`src/logic/ddr_pins_regs.svh`:
```
// Summary of operation
// - drive the 16-bit row or column address to the memory
// - drive 3-bit bank select naming the bank of each command
// - memory clock leaves as a true and complement pair
// - clock enable follows clkEnable; the memory clock pair toggles at either level
// - two active-low chip selects, low selects the rank addressed
// - low mask covers data bits 7:0, high mask bits 15:8 on writes
// - strobes follow data direction; on writes the controller drives them
// - on reads memory drives strobes edge-aligned; controller captures with them
// - low strobe pair times bits 7:0, high pair bits 15:8
// - row, column and write strobes with chip selects encode each command
// - a dedicated output switches memory on-die termination
`ifndef DDR_PINS_REGS_SVH
`define DDR_PINS_REGS_SVH

// ==========================================================
// timing
`define SYS_CLK_MHZ 50
`define MEM_CLK_NS 160
`define MEM_CLK_CYC ((`MEM_CLK_NS * `SYS_CLK_MHZ) / 1000)
`define RD_TIMEOUT_NS 1280
`define RD_TIMEOUT_CYC ((`RD_TIMEOUT_NS * `SYS_CLK_MHZ) / 1000)

// ==========================================================
// phase points within one memory clock period
`define PH_LAST 3'h7
`define PH_FALL_PRE 3'h3
`define PH_WR_START 3'h5
`define PH_BEAT1_PRE 3'h1
`define PH_ZERO 3'h0

// ==========================================================
// command codes {row, col, write}
`define CODE_NOP 3'h7
`define CODE_ACT 3'h3
`define CODE_RD 3'h5
`define CODE_WR 3'h4
`define CODE_PRE 3'h2
`define CODE_REF 3'h1
`define CODE_MRS 3'h0
`define CODE_ZQ 3'h6
`define RANK_NONE 2'h3

`endif

```
`src/logic/ddr_pins_pkg.sv`:
```
`default_nettype none
`include "ddr_pins_regs.svh"
package ddr_pins_pkg;
  typedef enum logic [2:0] {CMD_NOP, CMD_ACT, CMD_RD, CMD_WR, CMD_PRE, CMD_REF, CMD_MRS,
    CMD_ZQ} cmd_e;
  typedef enum logic [1:0] {ST_IDLE, ST_WRITE, ST_READ} state_e;

  function automatic logic [2:0] cmd_code(input cmd_e kind);
    case (kind)
      CMD_ACT: cmd_code = `CODE_ACT;
      CMD_RD: cmd_code = `CODE_RD;
      CMD_WR: cmd_code = `CODE_WR;
      CMD_PRE: cmd_code = `CODE_PRE;
      CMD_REF: cmd_code = `CODE_REF;
      CMD_MRS: cmd_code = `CODE_MRS;
      CMD_ZQ: cmd_code = `CODE_ZQ;
      default: cmd_code = `CODE_NOP;
    endcase
  endfunction
endpackage
`default_nettype wire

```
`src/logic/ddr_lane_capture.sv`:
```
`timescale 1ns/1ps
`default_nettype none
module ddr_lane_capture (
  // clock and reset
  input wire logic sys_clk,
  input wire logic rst_n,
  // control
  input wire logic enable,
  // strobe pair and data from pins
  input wire logic strobeTrue,
  input wire logic strobeComp,
  input wire logic [7:0] laneData,
  // captured beats
  output logic [15:0] beats,
  output logic done
);
  logic [1:0] trueSync_reg;
  logic [1:0] compSync_reg;
  logic [7:0] dataSync1_reg;
  logic [7:0] dataSync2_reg;
  logic level_reg;
  logic gotRise_reg;
  logic rise;
  logic fall;

  // ==========================================================
  // two-stage synchronisers
  always_ff @(posedge sys_clk or negedge rst_n) begin
    if (!rst_n) begin
      trueSync_reg <= 2'h0;
      compSync_reg <= 2'h3;
      dataSync1_reg <= 8'h00;
      dataSync2_reg <= 8'h00;
    end else begin
      trueSync_reg <= {trueSync_reg[0], strobeTrue};
      compSync_reg <= {compSync_reg[0], strobeComp};
      dataSync1_reg <= laneData;
      dataSync2_reg <= dataSync1_reg;
    end
  end

  always_ff @(posedge sys_clk or negedge rst_n) begin
    if (!rst_n) begin
      level_reg <= 1'b0;
    end else begin
      level_reg <= trueSync_reg[1] & ~compSync_reg[1];
    end
  end

  assign rise = ~level_reg & trueSync_reg[1] & ~compSync_reg[1];
  assign fall = level_reg & ~trueSync_reg[1] & compSync_reg[1];

  // ==========================================================
  // beat capture: rising edge beat 0, falling edge beat 1
  always_ff @(posedge sys_clk or negedge rst_n) begin
    if (!rst_n) begin
      beats <= 16'h0000;
      gotRise_reg <= 1'b0;
      done <= 1'b0;
    end else begin
      done <= 1'b0;
      if (!enable) begin
        gotRise_reg <= 1'b0;
      end else if (rise) begin
        beats[7:0] <= dataSync2_reg;
        gotRise_reg <= 1'b1;
      end else if (fall && gotRise_reg) begin
        beats[15:8] <= dataSync2_reg;
        gotRise_reg <= 1'b0;
        done <= 1'b1;
      end
    end
  end

  lane_done_a: assert property (@(posedge sys_clk) disable iff (!rst_n)
    done |-> $past(fall) && $past(enable))
    else $error("lane done without strobe fall");
endmodule
`default_nettype wire

```
`src/logic/ddr_pin_interface.sv`:
```
`timescale 1ns/1ps
`default_nettype none
`include "ddr_pins_regs.svh"
module ddr_pin_interface (
  // clock and reset
  input wire logic sys_clk,
  input wire logic rst_n,
  // command request
  input wire logic cmdValid,
  output logic cmdReady,
  input wire ddr_pins_pkg::cmd_e cmdKind,
  input wire logic cmdRank,
  input wire logic [2:0] cmdBank,
  input wire logic [15:0] cmdAddr,
  input wire logic [31:0] wrData,
  input wire logic [3:0] wrMask,
  // levels
  input wire logic clkEnable,
  input wire logic termOn,
  // read answer
  output logic rdValid,
  output logic [31:0] rdData,
  output logic rdTimeout,
  // memory clock and command pins
  output logic mem_clk_true,
  output logic mem_clk_comp,
  output logic mem_clk_en,
  output logic [1:0] mem_rank_sel_n,
  output logic mem_row_strobe_n,
  output logic mem_col_strobe_n,
  output logic mem_write_en_n,
  output logic [2:0] mem_bank,
  output logic [15:0] mem_addr,
  output logic mem_term_ctrl,
  // data and masks
  input wire logic [15:0] mem_data_in,
  output logic [15:0] mem_data_out,
  output logic mem_data_oe_n,
  output logic mem_mask_low,
  output logic mem_mask_high,
  // strobes
  input wire logic mem_strobe_low_true_in,
  input wire logic mem_strobe_low_comp_in,
  input wire logic mem_strobe_high_true_in,
  input wire logic mem_strobe_high_comp_in,
  output logic mem_strobe_low_true_out,
  output logic mem_strobe_low_comp_out,
  output logic mem_strobe_high_true_out,
  output logic mem_strobe_high_comp_out,
  output logic mem_strobe_oe_n
);
  ddr_pins_pkg::state_e state_reg;
  logic [2:0] phase_reg;
  logic [31:0] wrData_reg;
  logic [3:0] wrMask_reg;
  logic wrStep_reg;
  logic [7:0] rdWait_reg;
  logic issue;
  logic atFall;
  logic lowDone_reg;
  logic highDone_reg;
  logic lowDone;
  logic highDone;
  logic [15:0] lowBeats;
  logic [15:0] highBeats;
  logic capEnable;
  logic strobeLevel;

  // ==========================================================
  // memory clock divider
  always_ff @(posedge sys_clk or negedge rst_n) begin
    if (!rst_n) begin
      phase_reg <= `PH_ZERO;
    end else begin
      phase_reg <= phase_reg + 3'h1;
    end
  end

  always_ff @(posedge sys_clk or negedge rst_n) begin
    if (!rst_n) begin
      mem_clk_true <= 1'b1;
      mem_clk_comp <= 1'b0;
    end else if (phase_reg == `PH_LAST) begin
      mem_clk_true <= 1'b1;
      mem_clk_comp <= 1'b0;
    end else if (phase_reg == `PH_FALL_PRE) begin
      mem_clk_true <= 1'b0;
      mem_clk_comp <= 1'b1;
    end
  end

  assign atFall = phase_reg == `PH_FALL_PRE;
  assign cmdReady = atFall && state_reg == ddr_pins_pkg::ST_IDLE;
  assign issue = cmdReady && cmdValid;

  // ==========================================================
  // command, address and bank launch on the falling true edge
  always_ff @(posedge sys_clk or negedge rst_n) begin
    if (!rst_n) begin
      mem_rank_sel_n <= `RANK_NONE;
      {mem_row_strobe_n, mem_col_strobe_n, mem_write_en_n} <= `CODE_NOP;
      mem_bank <= 3'h0;
      mem_addr <= 16'h0000;
    end else if (atFall) begin
      if (issue && cmdKind != ddr_pins_pkg::CMD_NOP) begin
        mem_rank_sel_n <= cmdRank ? 2'h1 : 2'h2;
        {mem_row_strobe_n, mem_col_strobe_n, mem_write_en_n} <=
          ddr_pins_pkg::cmd_code(cmdKind);
        mem_bank <= cmdBank;
        mem_addr <= cmdAddr;
      end else begin
        mem_rank_sel_n <= `RANK_NONE;
        {mem_row_strobe_n, mem_col_strobe_n, mem_write_en_n} <= `CODE_NOP;
      end
    end
  end

  // ==========================================================
  // clock enable and termination levels
  always_ff @(posedge sys_clk or negedge rst_n) begin
    if (!rst_n) begin
      mem_clk_en <= 1'b0;
      mem_term_ctrl <= 1'b0;
    end else if (atFall) begin
      mem_clk_en <= clkEnable;
      mem_term_ctrl <= termOn;
    end
  end

  // ==========================================================
  // transfer state
  always_ff @(posedge sys_clk or negedge rst_n) begin
    if (!rst_n) begin
      state_reg <= ddr_pins_pkg::ST_IDLE;
      wrData_reg <= 32'h00000000;
      wrMask_reg <= 4'h0;
    end else begin
      case (state_reg)
        ddr_pins_pkg::ST_IDLE: begin
          if (issue && cmdKind == ddr_pins_pkg::CMD_WR) begin
            state_reg <= ddr_pins_pkg::ST_WRITE;
            wrData_reg <= wrData;
            wrMask_reg <= wrMask;
          end else if (issue && cmdKind == ddr_pins_pkg::CMD_RD) begin
            state_reg <= ddr_pins_pkg::ST_READ;
          end
        end
        ddr_pins_pkg::ST_WRITE: begin
          if (phase_reg == `PH_WR_START && wrStep_reg) begin
            state_reg <= ddr_pins_pkg::ST_IDLE;
          end
        end
        ddr_pins_pkg::ST_READ: begin
          if ((lowDone_reg && highDone_reg) || rdWait_reg == 8'(`RD_TIMEOUT_CYC)) begin
            state_reg <= ddr_pins_pkg::ST_IDLE;
          end
        end
        default: state_reg <= ddr_pins_pkg::ST_IDLE;
      endcase
    end
  end

  // ==========================================================
  // write data, masks and strobes
  always_ff @(posedge sys_clk or negedge rst_n) begin
    if (!rst_n) begin
      wrStep_reg <= 1'b0;
      mem_data_out <= 16'h0000;
      mem_data_oe_n <= 1'b1;
      mem_mask_low <= 1'b0;
      mem_mask_high <= 1'b0;
      strobeLevel <= 1'b0;
      mem_strobe_oe_n <= 1'b1;
    end else if (state_reg == ddr_pins_pkg::ST_WRITE) begin
      if (phase_reg == `PH_WR_START && !wrStep_reg) begin
        wrStep_reg <= 1'b1;
        mem_data_out <= wrData_reg[15:0];
        {mem_mask_high, mem_mask_low} <= wrMask_reg[1:0];
        mem_data_oe_n <= 1'b0;
        mem_strobe_oe_n <= 1'b0;
        strobeLevel <= 1'b0;
      end else if (phase_reg == `PH_LAST) begin
        strobeLevel <= 1'b1;
      end else if (phase_reg == `PH_BEAT1_PRE) begin
        mem_data_out <= wrData_reg[31:16];
        {mem_mask_high, mem_mask_low} <= wrMask_reg[3:2];
      end else if (phase_reg == `PH_FALL_PRE) begin
        strobeLevel <= 1'b0;
      end else if (phase_reg == `PH_WR_START && wrStep_reg) begin
        wrStep_reg <= 1'b0;
        mem_data_oe_n <= 1'b1;
        mem_strobe_oe_n <= 1'b1;
        {mem_mask_high, mem_mask_low} <= 2'h0;
      end
    end else begin
      wrStep_reg <= 1'b0;
      mem_data_oe_n <= 1'b1;
      mem_strobe_oe_n <= 1'b1;
      {mem_mask_high, mem_mask_low} <= 2'h0;
    end
  end

  assign mem_strobe_low_true_out = strobeLevel;
  assign mem_strobe_low_comp_out = ~strobeLevel;
  assign mem_strobe_high_true_out = strobeLevel;
  assign mem_strobe_high_comp_out = ~strobeLevel;

  // ==========================================================
  // read capture, one lane per strobe pair
  assign capEnable = state_reg == ddr_pins_pkg::ST_READ;

  ddr_lane_capture lowLane (
    .sys_clk(sys_clk),
    .rst_n(rst_n),
    .enable(capEnable),
    .strobeTrue(mem_strobe_low_true_in),
    .strobeComp(mem_strobe_low_comp_in),
    .laneData(mem_data_in[7:0]),
    .beats(lowBeats),
    .done(lowDone)
  );

  ddr_lane_capture highLane (
    .sys_clk(sys_clk),
    .rst_n(rst_n),
    .enable(capEnable),
    .strobeTrue(mem_strobe_high_true_in),
    .strobeComp(mem_strobe_high_comp_in),
    .laneData(mem_data_in[15:8]),
    .beats(highBeats),
    .done(highDone)
  );

  always_ff @(posedge sys_clk or negedge rst_n) begin
    if (!rst_n) begin
      lowDone_reg <= 1'b0;
      highDone_reg <= 1'b0;
      rdWait_reg <= 8'h00;
      rdValid <= 1'b0;
      rdTimeout <= 1'b0;
      rdData <= 32'h00000000;
    end else begin
      rdValid <= 1'b0;
      rdTimeout <= 1'b0;
      if (capEnable) begin
        lowDone_reg <= lowDone_reg | lowDone;
        highDone_reg <= highDone_reg | highDone;
        rdWait_reg <= rdWait_reg + 8'h01;
        if (lowDone_reg && highDone_reg) begin
          rdValid <= 1'b1;
          rdData <= {highBeats[15:8], lowBeats[15:8], highBeats[7:0], lowBeats[7:0]};
        end else if (rdWait_reg == 8'(`RD_TIMEOUT_CYC)) begin
          rdTimeout <= 1'b1;
        end
      end else begin
        lowDone_reg <= 1'b0;
        highDone_reg <= 1'b0;
        rdWait_reg <= 8'h00;
      end
    end
  end

  // ==========================================================
  // checks
  clk_pair_a: assert property (@(posedge sys_clk) disable iff (!rst_n)
    mem_clk_comp == !mem_clk_true)
    else $error("memory clock pair not complementary");

  cmd_at_fall_a: assert property (@(posedge sys_clk) disable iff (!rst_n)
    $changed({mem_row_strobe_n, mem_col_strobe_n, mem_write_en_n, mem_addr, mem_bank})
    |-> $fell(mem_clk_true))
    else $error("command changed away from falling clock");

  cke_follow_a: assert property (@(posedge sys_clk) disable iff (!rst_n)
    (clkEnable && atFall) |=> mem_clk_en ##1 mem_clk_en [*3])
    else $error("clock enable did not follow request");

  rank_one_a: assert property (@(posedge sys_clk) disable iff (!rst_n)
    $countones(mem_rank_sel_n) >= 1)
    else $error("both ranks selected");

  desel_nop_a: assert property (@(posedge sys_clk) disable iff (!rst_n)
    (mem_rank_sel_n == `RANK_NONE) |->
      {mem_row_strobe_n, mem_col_strobe_n, mem_write_en_n} == `CODE_NOP)
    else $error("command pins active while deselected");

  bank_issue_a: assert property (@(posedge sys_clk) disable iff (!rst_n)
    (issue && cmdKind == ddr_pins_pkg::CMD_ACT) |=> mem_bank == $past(cmdBank)
      && mem_addr == $past(cmdAddr) && mem_row_strobe_n == 1'b0)
    else $error("activate not launched with its bank");

  wr_strobe_a: assert property (@(posedge sys_clk) disable iff (!rst_n)
    !mem_strobe_oe_n |-> $past(state_reg) == ddr_pins_pkg::ST_WRITE && !mem_data_oe_n)
    else $error("strobes driven outside write");

  wr_burst_a: assert property (@(posedge sys_clk) disable iff (!rst_n)
    $fell(mem_data_oe_n) |-> !mem_data_oe_n [*8] ##1 mem_data_oe_n)
    else $error("write burst length wrong");

  odt_follow_a: assert property (@(posedge sys_clk) disable iff (!rst_n)
    atFall |=> mem_term_ctrl == $past(termOn))
    else $error("termination not following request");

  rd_bound_a: assert property (@(posedge sys_clk) disable iff (!rst_n)
    $rose(capEnable) |-> ##[1:70] (rdValid || rdTimeout))
    else $error("read neither answered nor timed out");

  write_seen_c: cover property (@(posedge sys_clk) disable iff (!rst_n)
    $rose(mem_strobe_oe_n));
  read_seen_c: cover property (@(posedge sys_clk) disable iff (!rst_n) rdValid);
  timeout_seen_c: cover property (@(posedge sys_clk) disable iff (!rst_n) rdTimeout);
  cke_off_c: cover property (@(posedge sys_clk) disable iff (!rst_n) $fell(mem_clk_en));
endmodule
`default_nettype wire

```
`config.mk`:
```
export PLATFORM = sky130hd
export DESIGN_NAME = ddr_pin_interface
export DESIGN_NICKNAME = d
export VERILOG_FILES = /design/src/logic/ddr_pins_pkg.sv /design/src/logic/ddr_lane_capture.sv /design/src/logic/ddr_pin_interface.sv
export VERILOG_INCLUDE_DIRS = /design/src /design/src/logic
export SDC_FILE = /design/constraint.sdc
export NUM_CORES = 1
export LEC_CHECK = 0
export BUFFER_PORTS_ARGS = -buffer_cell sky130_fd_sc_hd__buf_2
export CAP_MARGIN = 25
export CORE_AREA = 2 2 125 127
export CTS_CLUSTER_DIAMETER = 50
export CTS_CLUSTER_SIZE = 40
export DETAILED_ROUTE_END_ITERATION = 10
export DIE_AREA = 0 0 127 129
export GPL_TIMING_DRIVEN = 0
export PLACE_DENSITY = 0.75
export SLEW_MARGIN = 0
export SYNTH_ARGS = -nofsm -noshare
export SYNTH_HDL_FRONTEND = slang
export SYNTH_HIERARCHICAL = 1
export SYNTH_SLANG_ARGS = --single-unit
```
`constraint.sdc`:
```
create_clock -name sys_clk -period 2.1 [get_ports sys_clk]
set_input_delay 0.42 -clock sys_clk [delete_from_list [all_inputs] [get_ports sys_clk]]
set_output_delay 0.42 -clock sys_clk [all_outputs]
set_load 0.03 [all_outputs]
```
==> run summary, run 1 <==
Internal = 6.73 mW
Worst Setup Start Kind = flip-flop
CP max stage delay = 0.40 ns
die width = 127 um
Detail Placement HPWL = 10.6 mm
Multi-input gate area = 2580 um^2
CP max FO = 3
Post-synth EDFFs = 0
DR iter-0 viols = 175
run status = complete, no violations
H-tree Lvls = 1
Finished Layout Cells = 935
Hold Path Origin = mem_strobe_low_comp_in
Synth Register Bits = 212
crit end category = primary output
Max Freq = 480 MHz
crit path max-delay cell type = dfrtp_1
Worst IR Drop VDD = 0.000676 V
Pleak = 5.14 nW
Syn. warnings = 6
Syn Area/Cell = 15.1 um^2
Starting Density = 53.5%
crit path buf inv count = 2
cell count after synthesis = 530
total track usage = 19.1%
final number of hold-violating endpoints = 0
clock buffer depth = 3
Post-Synthesis Net Count = 621
I/O Buffers = 170
Clock Sinks = 212
Clock power frac = 40.6%
via density per instance = 5.17
CTS tree = built
ant diodes = 0
total of max-cap violations = 0
ys flop type = dfrtp_1
Combinational Power Share = 9.8%
residual DRC count = 0
die area = 16400 um^2
total CTS buffers = 20
worst hold margin = 0.0235 ns
switch share = 25.5%
share of cells above drive strength 1 = 48.7%
largest net degree at the start of global routing = 137
clock skew = 0.0213 ns
Final min period = 2.08 ns
Slew Limit Fails = 0
switching pwr = 2.30 mW
final setup fails = 0
Area Overhead vs Synth = 25.5%
crit-path cells = ha_4, ha_4, buf_8, nor3b_4, buf_6
critical path's most frequent cell = ha_4
CP arrival = 1.66 ns
Routed Antenna Nets = 0
routed wire length = 15.8 mm
Reg area = 5320 um^2
drt pass-1 iters = 4
critical path type = reg2out
dpl cells = 889
Finished Core Util = 67.1%
crit path launch = phase_reg[1]$_DFF_PN0_
period utilization = 99.3%
fin nets = 824
synthesized area = 8010 um^2
clk_lat worst skew = 0.50 ns
register share of total power = 49.6%
Setup TNS Final = 0 ns
CP required = 1.68 ns
slew margin rel. = 56.4%
first-pass GRT wire length = 25.1 mm
GP Congestion = 0.795
fill cell count = 1109
measured slew at the worst slew-check pin = 0.654 ns
vias in the first global route = 5089
Reg2Reg Launch Point = phase_reg[1]$_DFF_PN0_
post-synth cell types = 42
CORE AREA = 15000 um^2
drt wl/cell = 16.9 um
crit-path leading delay family = flip-flops
number of I/O pins = 171
pwr dens = 898 nW/um^2
Die H = 129 um
clock-pin transition on the worst setup and hold timing paths = 0.07 ns
initial antenna violation count = 0
unrepaired setup endpoints after global routing = yes
row cnt = 45
routed via count = 4833
Seq/Total Area, Yosys = 66.4%
grt ovf = 0
async set or reset register ratio after synthesis = 100%
worst hold path type = in2reg
root buffer cell = clkbuf_16
Power Total = 9.03 mW
[path summary, 6_finish.rpt]
path	to	slack (ns)	depth (start not counted)
max	cmdReady	0.02	5
min	lowLane/compSync_reg[0]$_DFF_PN1_	0.02	1
max reg2reg	wrData_reg[2]$_DFFE_PN0P_	0.06	7
min reg2reg	lowLane/dataSync2_reg[5]$_DFF_PN0_	0.33	0
max in group asynchronous	mem_addr[11]$_DFFE_PN0P_	0.58	3
min in group asynchronous	rdData[27]$_DFFE_PN0P_	0.48	2
[what timing repair did]
item,4_1_cts,5_1_grt
cloned,0,1
hold endpoints to repair,73,0
pin swaps,0,3
buffers inserted,4,4
resized for setup,11,28
setup endpoints to repair,38,38
hold buffers,3,0
[area by class of cell]
class	instances	area share (%)
Buffer	21	1.84
Clock buffer	25	5.68
Clock inverter	11	1.12
Inverter	17	0.635
Multi-Input combinational cell	278	25.6
Sequential cell	212	52.9
Tap cell	188	2.34
Timing Repair Buffer	183	9.84
[power groups by stage]
stage,combinational (mW),clock (mW),sequential (mW)
3_5_place_dp,0.867,0,4.55
4_1_cts,0.875,3.78,4.48
5_1_grt,0.956,3.91,4.51
6_report,0.881,3.67,4.48
2_1_floorplan,0.336,0,4.70
3_3_place_gp,0.833,0,4.53
[metal layers]
| layer | part of all wire, % | global-route usage, % | vias up |
|---|---|---|---|
| li1 | - | - | 2234 |
| met1 | 41 | 23.0 | 2443 |
| met2 | 49 | 33.0 | 124 |
| met3 | 7.1 | 6.28 | 32 |
| met4 | 2.5 | 5.82 | 0 |
| met5 | 0 | 0 | - |
[cells in the mapped netlist (5+ instances only)]
library cell | instances | area share [%]
buf_6 | 5 | 0.70
mux2_2 | 68 | 9.6
nor2_1 | 22 | 1.0
buf_2 | 11 | 0.69
inv_1 | 16 | 0.75
mux2i_1 | 17 | 2.1
ha_1 | 7 | 1.1
mux2_1 | 38 | 5.3
dfstp_2 | 11 | 3.6
nand3_1 | 9 | 0.56
buf_4 | 5 | 0.47
o21ai_0 | 16 | 1.0
dfrtp_1 | 201 | 63
o21ai_1 | 5 | 0.31
mux2_4 | 16 | 3.0
a21oi_1 | 10 | 0.63
nand2_1 | 23 | 1.1
[cell families after synthesis]
logic type               synth area share [%]
multiplexers                             20.0
AND/OR/NAND/NOR                          5.98
buffers and inverters                    2.75
XOR/XNOR                                0.766
AO/OA/AOI/OAI                            2.95
adder cells (fa/ha/maj)                  1.09
flip-flops                               66.4
[placed cells by master, fill, tap and decap left out, types with 3 or more instances in the layout]
cell and count:
a31oi_1 3, mux2i_1 17, buf_6 5, nand2_1 23
inv_1 16, clkinv_4 3, inv_8 4, buf_2 177
nor2b_1 4, mux2_1 20, clkbuf_8 3, buf_4 13
ha_1 5, nand2b_1 3, o21ai_0 16, xnor2_1 3
nor2b_4 4, clkbuf_16 21, mux2_2 68, and3b_1 3
nor2_1 22, a21oi_1 10, dlygate4sd3_1 3, dfstp_2 11
mux2_4 34, nand3_1 9, xor2_1 4, dfrtp_1 200
o21ai_1 4
[stage by stage]
stage / instance area, um^2 / setup WS (ns)
2_1_floorplan: 8010 / 0.169
3_3_place_gp: 9100 / -2.65
3_5_place_dp: 9140 / -0.0924
4_1_cts: 9920 / -0.00972
5_1_grt: 10100 / -0.0376
6_report: 10100 / 0.0152
No activity file was read; power rests on OpenSTA's default activity.
==> inputs of run 2 (changes only) <==
--- a/config.mk
+++ b/config.mk
@@ -9,11 +9,11 @@
 export BUFFER_PORTS_ARGS = -buffer_cell sky130_fd_sc_hd__buf_2
 export CAP_MARGIN = 25
-export CORE_AREA = 2 2 125 127
+export CORE_AREA = 2 2 137 139
 export CTS_CLUSTER_DIAMETER = 50
 export CTS_CLUSTER_SIZE = 40
 export DETAILED_ROUTE_END_ITERATION = 10
-export DIE_AREA = 0 0 127 129
+export DIE_AREA = 0 0 139 141
 export GPL_TIMING_DRIVEN = 0
-export PLACE_DENSITY = 0.75
+export PLACE_DENSITY = 0.64
 export SLEW_MARGIN = 0
 export SYNTH_ARGS = -nofsm -noshare
==> constraint.sdc (replaced) <==
create_clock -name sys_clk -period 2.1 [get_ports sys_clk]
set_input_delay 0.42 -clock sys_clk [delete_from_list [all_inputs] [get_ports sys_clk]]
set_output_delay 0.42 -clock sys_clk [all_outputs]
set_load 0.005 [all_outputs]
==> run summary, run 2 (synthesized netlist as in run 1, its figures left out) <==
run status = complete, but fails checks
violated checks = hold timing
routed wire length = 16.2 mm (+2.3%)
Final min period = 2.05 ns (-0.0328 ns)
via density per instance = 4.85 (-6.2%)
worst hold margin = -0.0217 ns (-0.0452 ns)
Setup TNS Final = 0 ns (unchanged)
fill cell count = 1578 (+42%)
vias in the first global route = 5087 (-0.039%)
root buffer cell = clkbuf_16
measured slew at the worst slew-check pin = 0.866 ns (+0.212 ns)
Starting Density = 43.8% (-9.6 points)
pwr dens = 882 nW/um^2 (-1.7%)
clock buffer depth = 3 (unchanged)
Finished Layout Cells = 981 (+4.9%)
Routed Antenna Nets = 0 (unchanged)
number of I/O pins = 171 (unchanged)
GP Congestion = 0.783 (-1.6%)
routed via count = 4754 (-1.6%)
critical path's most frequent cell = ha_4
total track usage = 16.9% (-2.2 points)
Reg2Reg Launch Point = phase_reg[1]$_DFF_PN0_
worst hold path type = in2async
Clock power frac = 42.2% (+1.6 points)
die area = 19600 um^2 (+20%)
switch share = 22.8% (-2.7 points)
grt ovf = 0 (unchanged)
Detail Placement HPWL = 11.1 mm (+4.6%)
fin nets = 824 (unchanged)
CP max FO = 3 (unchanged)
crit path buf inv count = 2 (unchanged)
unrepaired setup endpoints after global routing = yes
crit-path leading delay family = flip-flops
DR iter-0 viols = 198 (+13%)
switching pwr = 2.02 mW (-12%)
ant diodes = 0 (unchanged)
total of max-cap violations = 0 (unchanged)
clk_lat worst skew = 0.49 ns (about the same)
drt pass-1 iters = 4 (unchanged)
dpl cells = 935 (+5.2%)
Combinational Power Share = 7.2% (-2.6 points)
CTS tree = built
crit path max-delay cell type = dfrtp_1
Pleak = 5.14 nW (about the same)
most common cell after layout, fill and taps aside = dfrtp_1
Max Freq = 487 MHz (+1.6%)
Power Total = 8.86 mW (-1.9%)
Setup Slack @ Placement = -0.123 ns (-0.0304 ns)
Worst Setup Start Kind = flip-flop
CP arrival = 1.63 ns (-0.03 ns)
I/O Buffers = 170 (unchanged)
crit-path cells = ha_4, ha_4, buf_8, nor3b_4, buf_2
CP required = 1.68 ns (about the same)
Final WS setup = 0.0480 ns (+0.0328 ns)
crit end category = primary output
largest net degree at the start of global routing = 114 (-17%)
critical path type = reg2out
period utilization = 97.7% (-1.6 points)
share of cells above drive strength 1 = 46.6% (-2.1 points)
register share of total power = 50.5% (+0.9 points)
drt wl/cell = 16.5 um (-2.5%)
Die H = 141 um (+9.3%)
row cnt = 50 (+11%)
slew margin rel. = 42.3% (-14 points)
initial antenna violation count = 5 (+5)
CP max stage delay = 0.41 ns (about the same)
final number of hold-violating endpoints = 6 (+6)
Clock Sinks = 212 (unchanged)
first-pass GRT wire length = 26.7 mm (+6.2%)
Area Overhead vs Synth = 25.4%
commonest cells after routing, fill and taps aside = dfrtp_1 (200), buf_2 (175), mux2_2 (68)
total CTS buffers = 20 (unchanged)
final setup fails = 0 (unchanged)
crit path launch = phase_reg[0]$_DFF_PN0_
residual DRC count = 0 (unchanged)
Internal = 6.84 mW (+1.7%)
CORE AREA = 18300 um^2 (+22%)
clock skew = 0.00969 ns (-0.0116 ns)
die width = 139 um (+9.4%)
Worst IR Drop VDD = 0.000670 V (-0.93%)
clock-pin transition on the worst setup and hold timing paths = 0.07 ns (about the same)
Slew Limit Fails = 0 (unchanged)
H-tree Lvls = 1 (unchanged)
run 2: stage by stage:
stage	util, %	cell area (um^2)
floorplan	-	8010
global placement	50.1	9150
detailed placement	50.3	9190
CTS	54.5	9950
global route	55.0	10000
finish	55.0	10000
run 2: path summary, 6_finish.rpt:
kind	end	cells past startpoint	slack, ns
worst max register to register	mem_data_out[12]$_DFFE_PN0P_	8	0.12
worst max-delay path	cmdReady	5	0.05
min in group sys_clk	lowLane/compSync_reg[0]$_DFF_PN1_	1	0.03
max in group asynchronous	mem_addr[4]$_DFFE_PN0P_	2	1.17
worst min-delay path	highLane/level_reg$_DFF_PN0_	1	-0.02
worst min register to register	lowLane/dataSync2_reg[1]$_DFF_PN0_	0	0.35
run 2: final cells by class:
cell class                 instances  area, um^2  share of cell area, %
sequential                       212        5320                   53.0
multi-input combinational        278        2510                   25.0
timing repair buffer             182         973                   9.69
clock buffer                      23         543                   5.41
tap                              234         293                   2.92
buffer                            22         184                   1.83
clock inverter                    13         154                   1.53
inverter                          17        63.8                  0.635
run 2: power by group through the flow:
stage | combinational (mW) | clock, mW | sequential, mW
finish | 0.642 | 3.74 | 4.48
global route | 0.722 | 4.05 | 4.51
floorplan | 0.307 | 0 | 4.52
CTS | 0.656 | 3.88 | 4.48
global placement | 0.625 | 0 | 4.53
detailed placement | 0.655 | 0 | 4.55
run 2: metal layers:
metal / GRT usage (%) / part of all wire [%]
met3: 6.18 / 8.0
met2: 27.3 / 47
met4: 4.41 / 2.0
met1: 21.7 / 43
met5: 0 / 0.23
run 2: what timing repair did:
action	CTS	global route
setup buffers	4	6
resized for setup	11	10
setup endpoints to repair	38	55
endpoints found under the hold margin	0	1
pin swaps	2	2
hold buffers	0	1
==> inputs of run 3 (changes only) <==
SETUP_SLACK_MARGIN = 0.4   (was default)
==> run summary, run 3 (synthesized netlist as in run 1, its figures left out) <==
dpl cells = 935 (unchanged)
via density per instance = 4.94 (+1.9%)
die area = 19600 um^2 (unchanged)
end of the worst hold path = highLane/dataSync1_reg[4]$_DFF_PN0_
largest net degree at the start of global routing = 128 (+12%)
Setup TNS Final = -0.0185 ns (-0.0185 ns)
fill cell count = 1403 (-11%)
Area Overhead vs Synth = 41.8%
commonest cells after routing, fill and taps aside = dfrtp_1 (199), buf_2 (168), mux2_4 (71)
crit-path cells = buf_6, inv_4, ha_4, clkbuf_16, nor3b_4, buf_2
slew margin rel. = 55.1% (+13 points)
measured slew at the worst slew-check pin = 0.674 ns (-0.192 ns)
final number of hold-violating endpoints = 0 (-6)
Final min period = 2.12 ns (+0.0665 ns)
CTS tree = built
Detail Placement HPWL = 10.8 mm (-2.9%)
clock buffer depth = 3 (unchanged)
Finished Layout Cells = 1034 (+5.4%)
vias in the first global route = 5586 (+9.8%)
clock skew = 0.0127 ns (+0.00299 ns)
CP arrival = 1.70 ns (+0.07 ns)
Reg area = 5320 um^2 (about the same)
residual DRC count = 0 (unchanged)
CP required = 1.68 ns (about the same)
worst hold path type = in2reg
Clock Sinks = 212 (unchanged)
final setup fails = 1 (+1)
first-pass GRT wire length = 28.5 mm (+6.7%)
crit path max-delay cell type = dfrtp_1
critical path type = reg2out
grt ovf = 0 (unchanged)
Final WS setup = -0.0185 ns (-0.0665 ns)
CP max stage delay = 0.40 ns (about the same)
fin nets = 873 (+5.9%)
Starting Density = 43.8% (unchanged)
drt wl/cell = 17.1 um (+3.3%)
Min-Delay Path Depth = 1
pwr dens = 870 nW/um^2 (-1.4%)
total track usage = 17.6% (+0.78 points)
drt pass-1 iters = 5 (+1)
Slew Limit Fails = 0 (unchanged)
Hold Path Origin = mem_data_in[12]
total CTS buffers = 24 (+20%)
reg2reg setup slack = 0.06 ns (-0.06 ns)
number of I/O pins = 171 (unchanged)
Routed Antenna Nets = 0 (unchanged)
period utilization = 101% (+3.2 points)
Worst IR Drop VDD = 0.000778 V (+16%)
Cell Area, Placed = 9290 um^2 (+1.1%)
Setup Slack @ Placement = -0.0237 ns (+0.0992 ns)
I/O Buffers = 170 (unchanged)
H-tree Lvls = 1 (unchanged)
die width = 139 um (unchanged)
violated checks = setup timing
Pleak = 5.68 nW (+10%)
GP Congestion = 0.742 (-5.3%)
DR iter-0 viols = 140 (-29%)
ant diodes = 0 (unchanged)
initial antenna violation count = 0 (-5)
FF-to-FF path depth = 9 (+1)
final instance area = 11400 um^2 (+13%)
run status = complete, but fails checks
Die H = 141 um (unchanged)
share of cells above drive strength 1 = 56.1% (+9.5 points)
root buffer cell = clkbuf_16
clock-pin transition on the worst setup and hold timing paths = 0.07 ns (about the same)
routed via count = 5105 (+7.4%)
capturing point of the worst reg2reg path = wrData_reg[11]$_DFFE_PN0P_
clk_lat worst skew = 0.50 ns (about the same)
Reg2Reg Launch Point = phase_reg[2]$_DFF_PN0_
most common cell after layout, fill and taps aside = dfrtp_1
total of max-cap violations = 0 (unchanged)
Worst Setup Start Kind = flip-flop
row cnt = 50 (unchanged)
routed wire length = 17.6 mm (+8.9%)
Max Freq = 472 MHz (-3.1%)
unrepaired setup endpoints after global routing = yes
crit end category = primary output
CP max FO = 3 (unchanged)
Multi-input gate area = 2910 um^2 (+16%)
CORE AREA = 18300 um^2 (unchanged)
[run 3: per-stage QoR]
stage | total power [mW] | hold slack [ns] | util [%]
after floorplan | 4.86 | 0.124 | -
after global placement | 5.20 | 0.334 | 50.7
after detailed placement | 5.24 | 0.336 | 50.9
after CTS | 9.90 | 0.000989 | 59.8
after global routing | 10.3 | 0.00387 | 62.2
final | 9.87 | 0.0258 | 62.2
[run 3: where the power goes]
group	switching [mW]	total [mW]	internal, mW
combinational	0.362	0.863	0.501
clock	1.84	4.52	2.68
sequential	0.152	4.49	4.34
total	2.35	9.87	7.52
[run 3: per-layer routing]
| layer | global-route usage [%] | share of wire [%] |
|---|---|---|
| met5 | 0 | 0 |
| met4 | 4.25 | 1.7 |
| met3 | 4.55 | 6.2 |
| met2 | 30.5 | 50 |
| met1 | 22.5 | 42 |
[run 3: repair_timing]
action,4_1_cts,5_1_grt
pin swaps,4,17
setup buffers,20,13
hold buffers,10,3
cloned,5,4
endpoints found under the hold margin,92,3
endpoints found under the setup margin,136,210
resized for setup,99,83
[run 3: layout make-up]
cell class,count,share of cell area (%)
well taps,234,2.58
repair buffers,226,13.6
plain buffers,23,2.93
clock inverters,18,2.17
clock buffers,26,5.63
multi-input cells,278,25.6
flip-flops and latches,212,46.9
inverters,17,0.650
[run 3: worst max path at each step]
| stage | startpoint | endpoint | slack (ns) |
|---|---|---|---|
| 2_1_floorplan | phase_reg[0]$_DFF_PN0_ | wrData_reg[2]$_DFFE_PN0P_ | 0.20 |
| 3_3_place_gp | rst_n | mem_addr[15]$_DFFE_PN0P_ | -2.72 |
| 3_5_place_dp | phase_reg[0]$_DFF_PN0_ | wrData_reg[14]$_DFFE_PN0P_ | -0.02 |
| 4_1_cts | phase_reg[1]$_DFF_PN0_ | cmdReady | -0.02 |
| 5_1_grt | phase_reg[2]$_DFF_PN0_ | cmdReady | -0.07 |
| 6_report | phase_reg[2]$_DFF_PN0_ | cmdReady | -0.02 |
[run 3: critical path: cells and delay by family (launching register included)]
family | cells | cell delay (ns)
adder cells (fa/ha/maj) | 1 | 0.15
AND/OR/NAND/NOR | 1 | 0.19
flip-flops | 1 | 0.40
buffers and inverters | 4 | 0.45
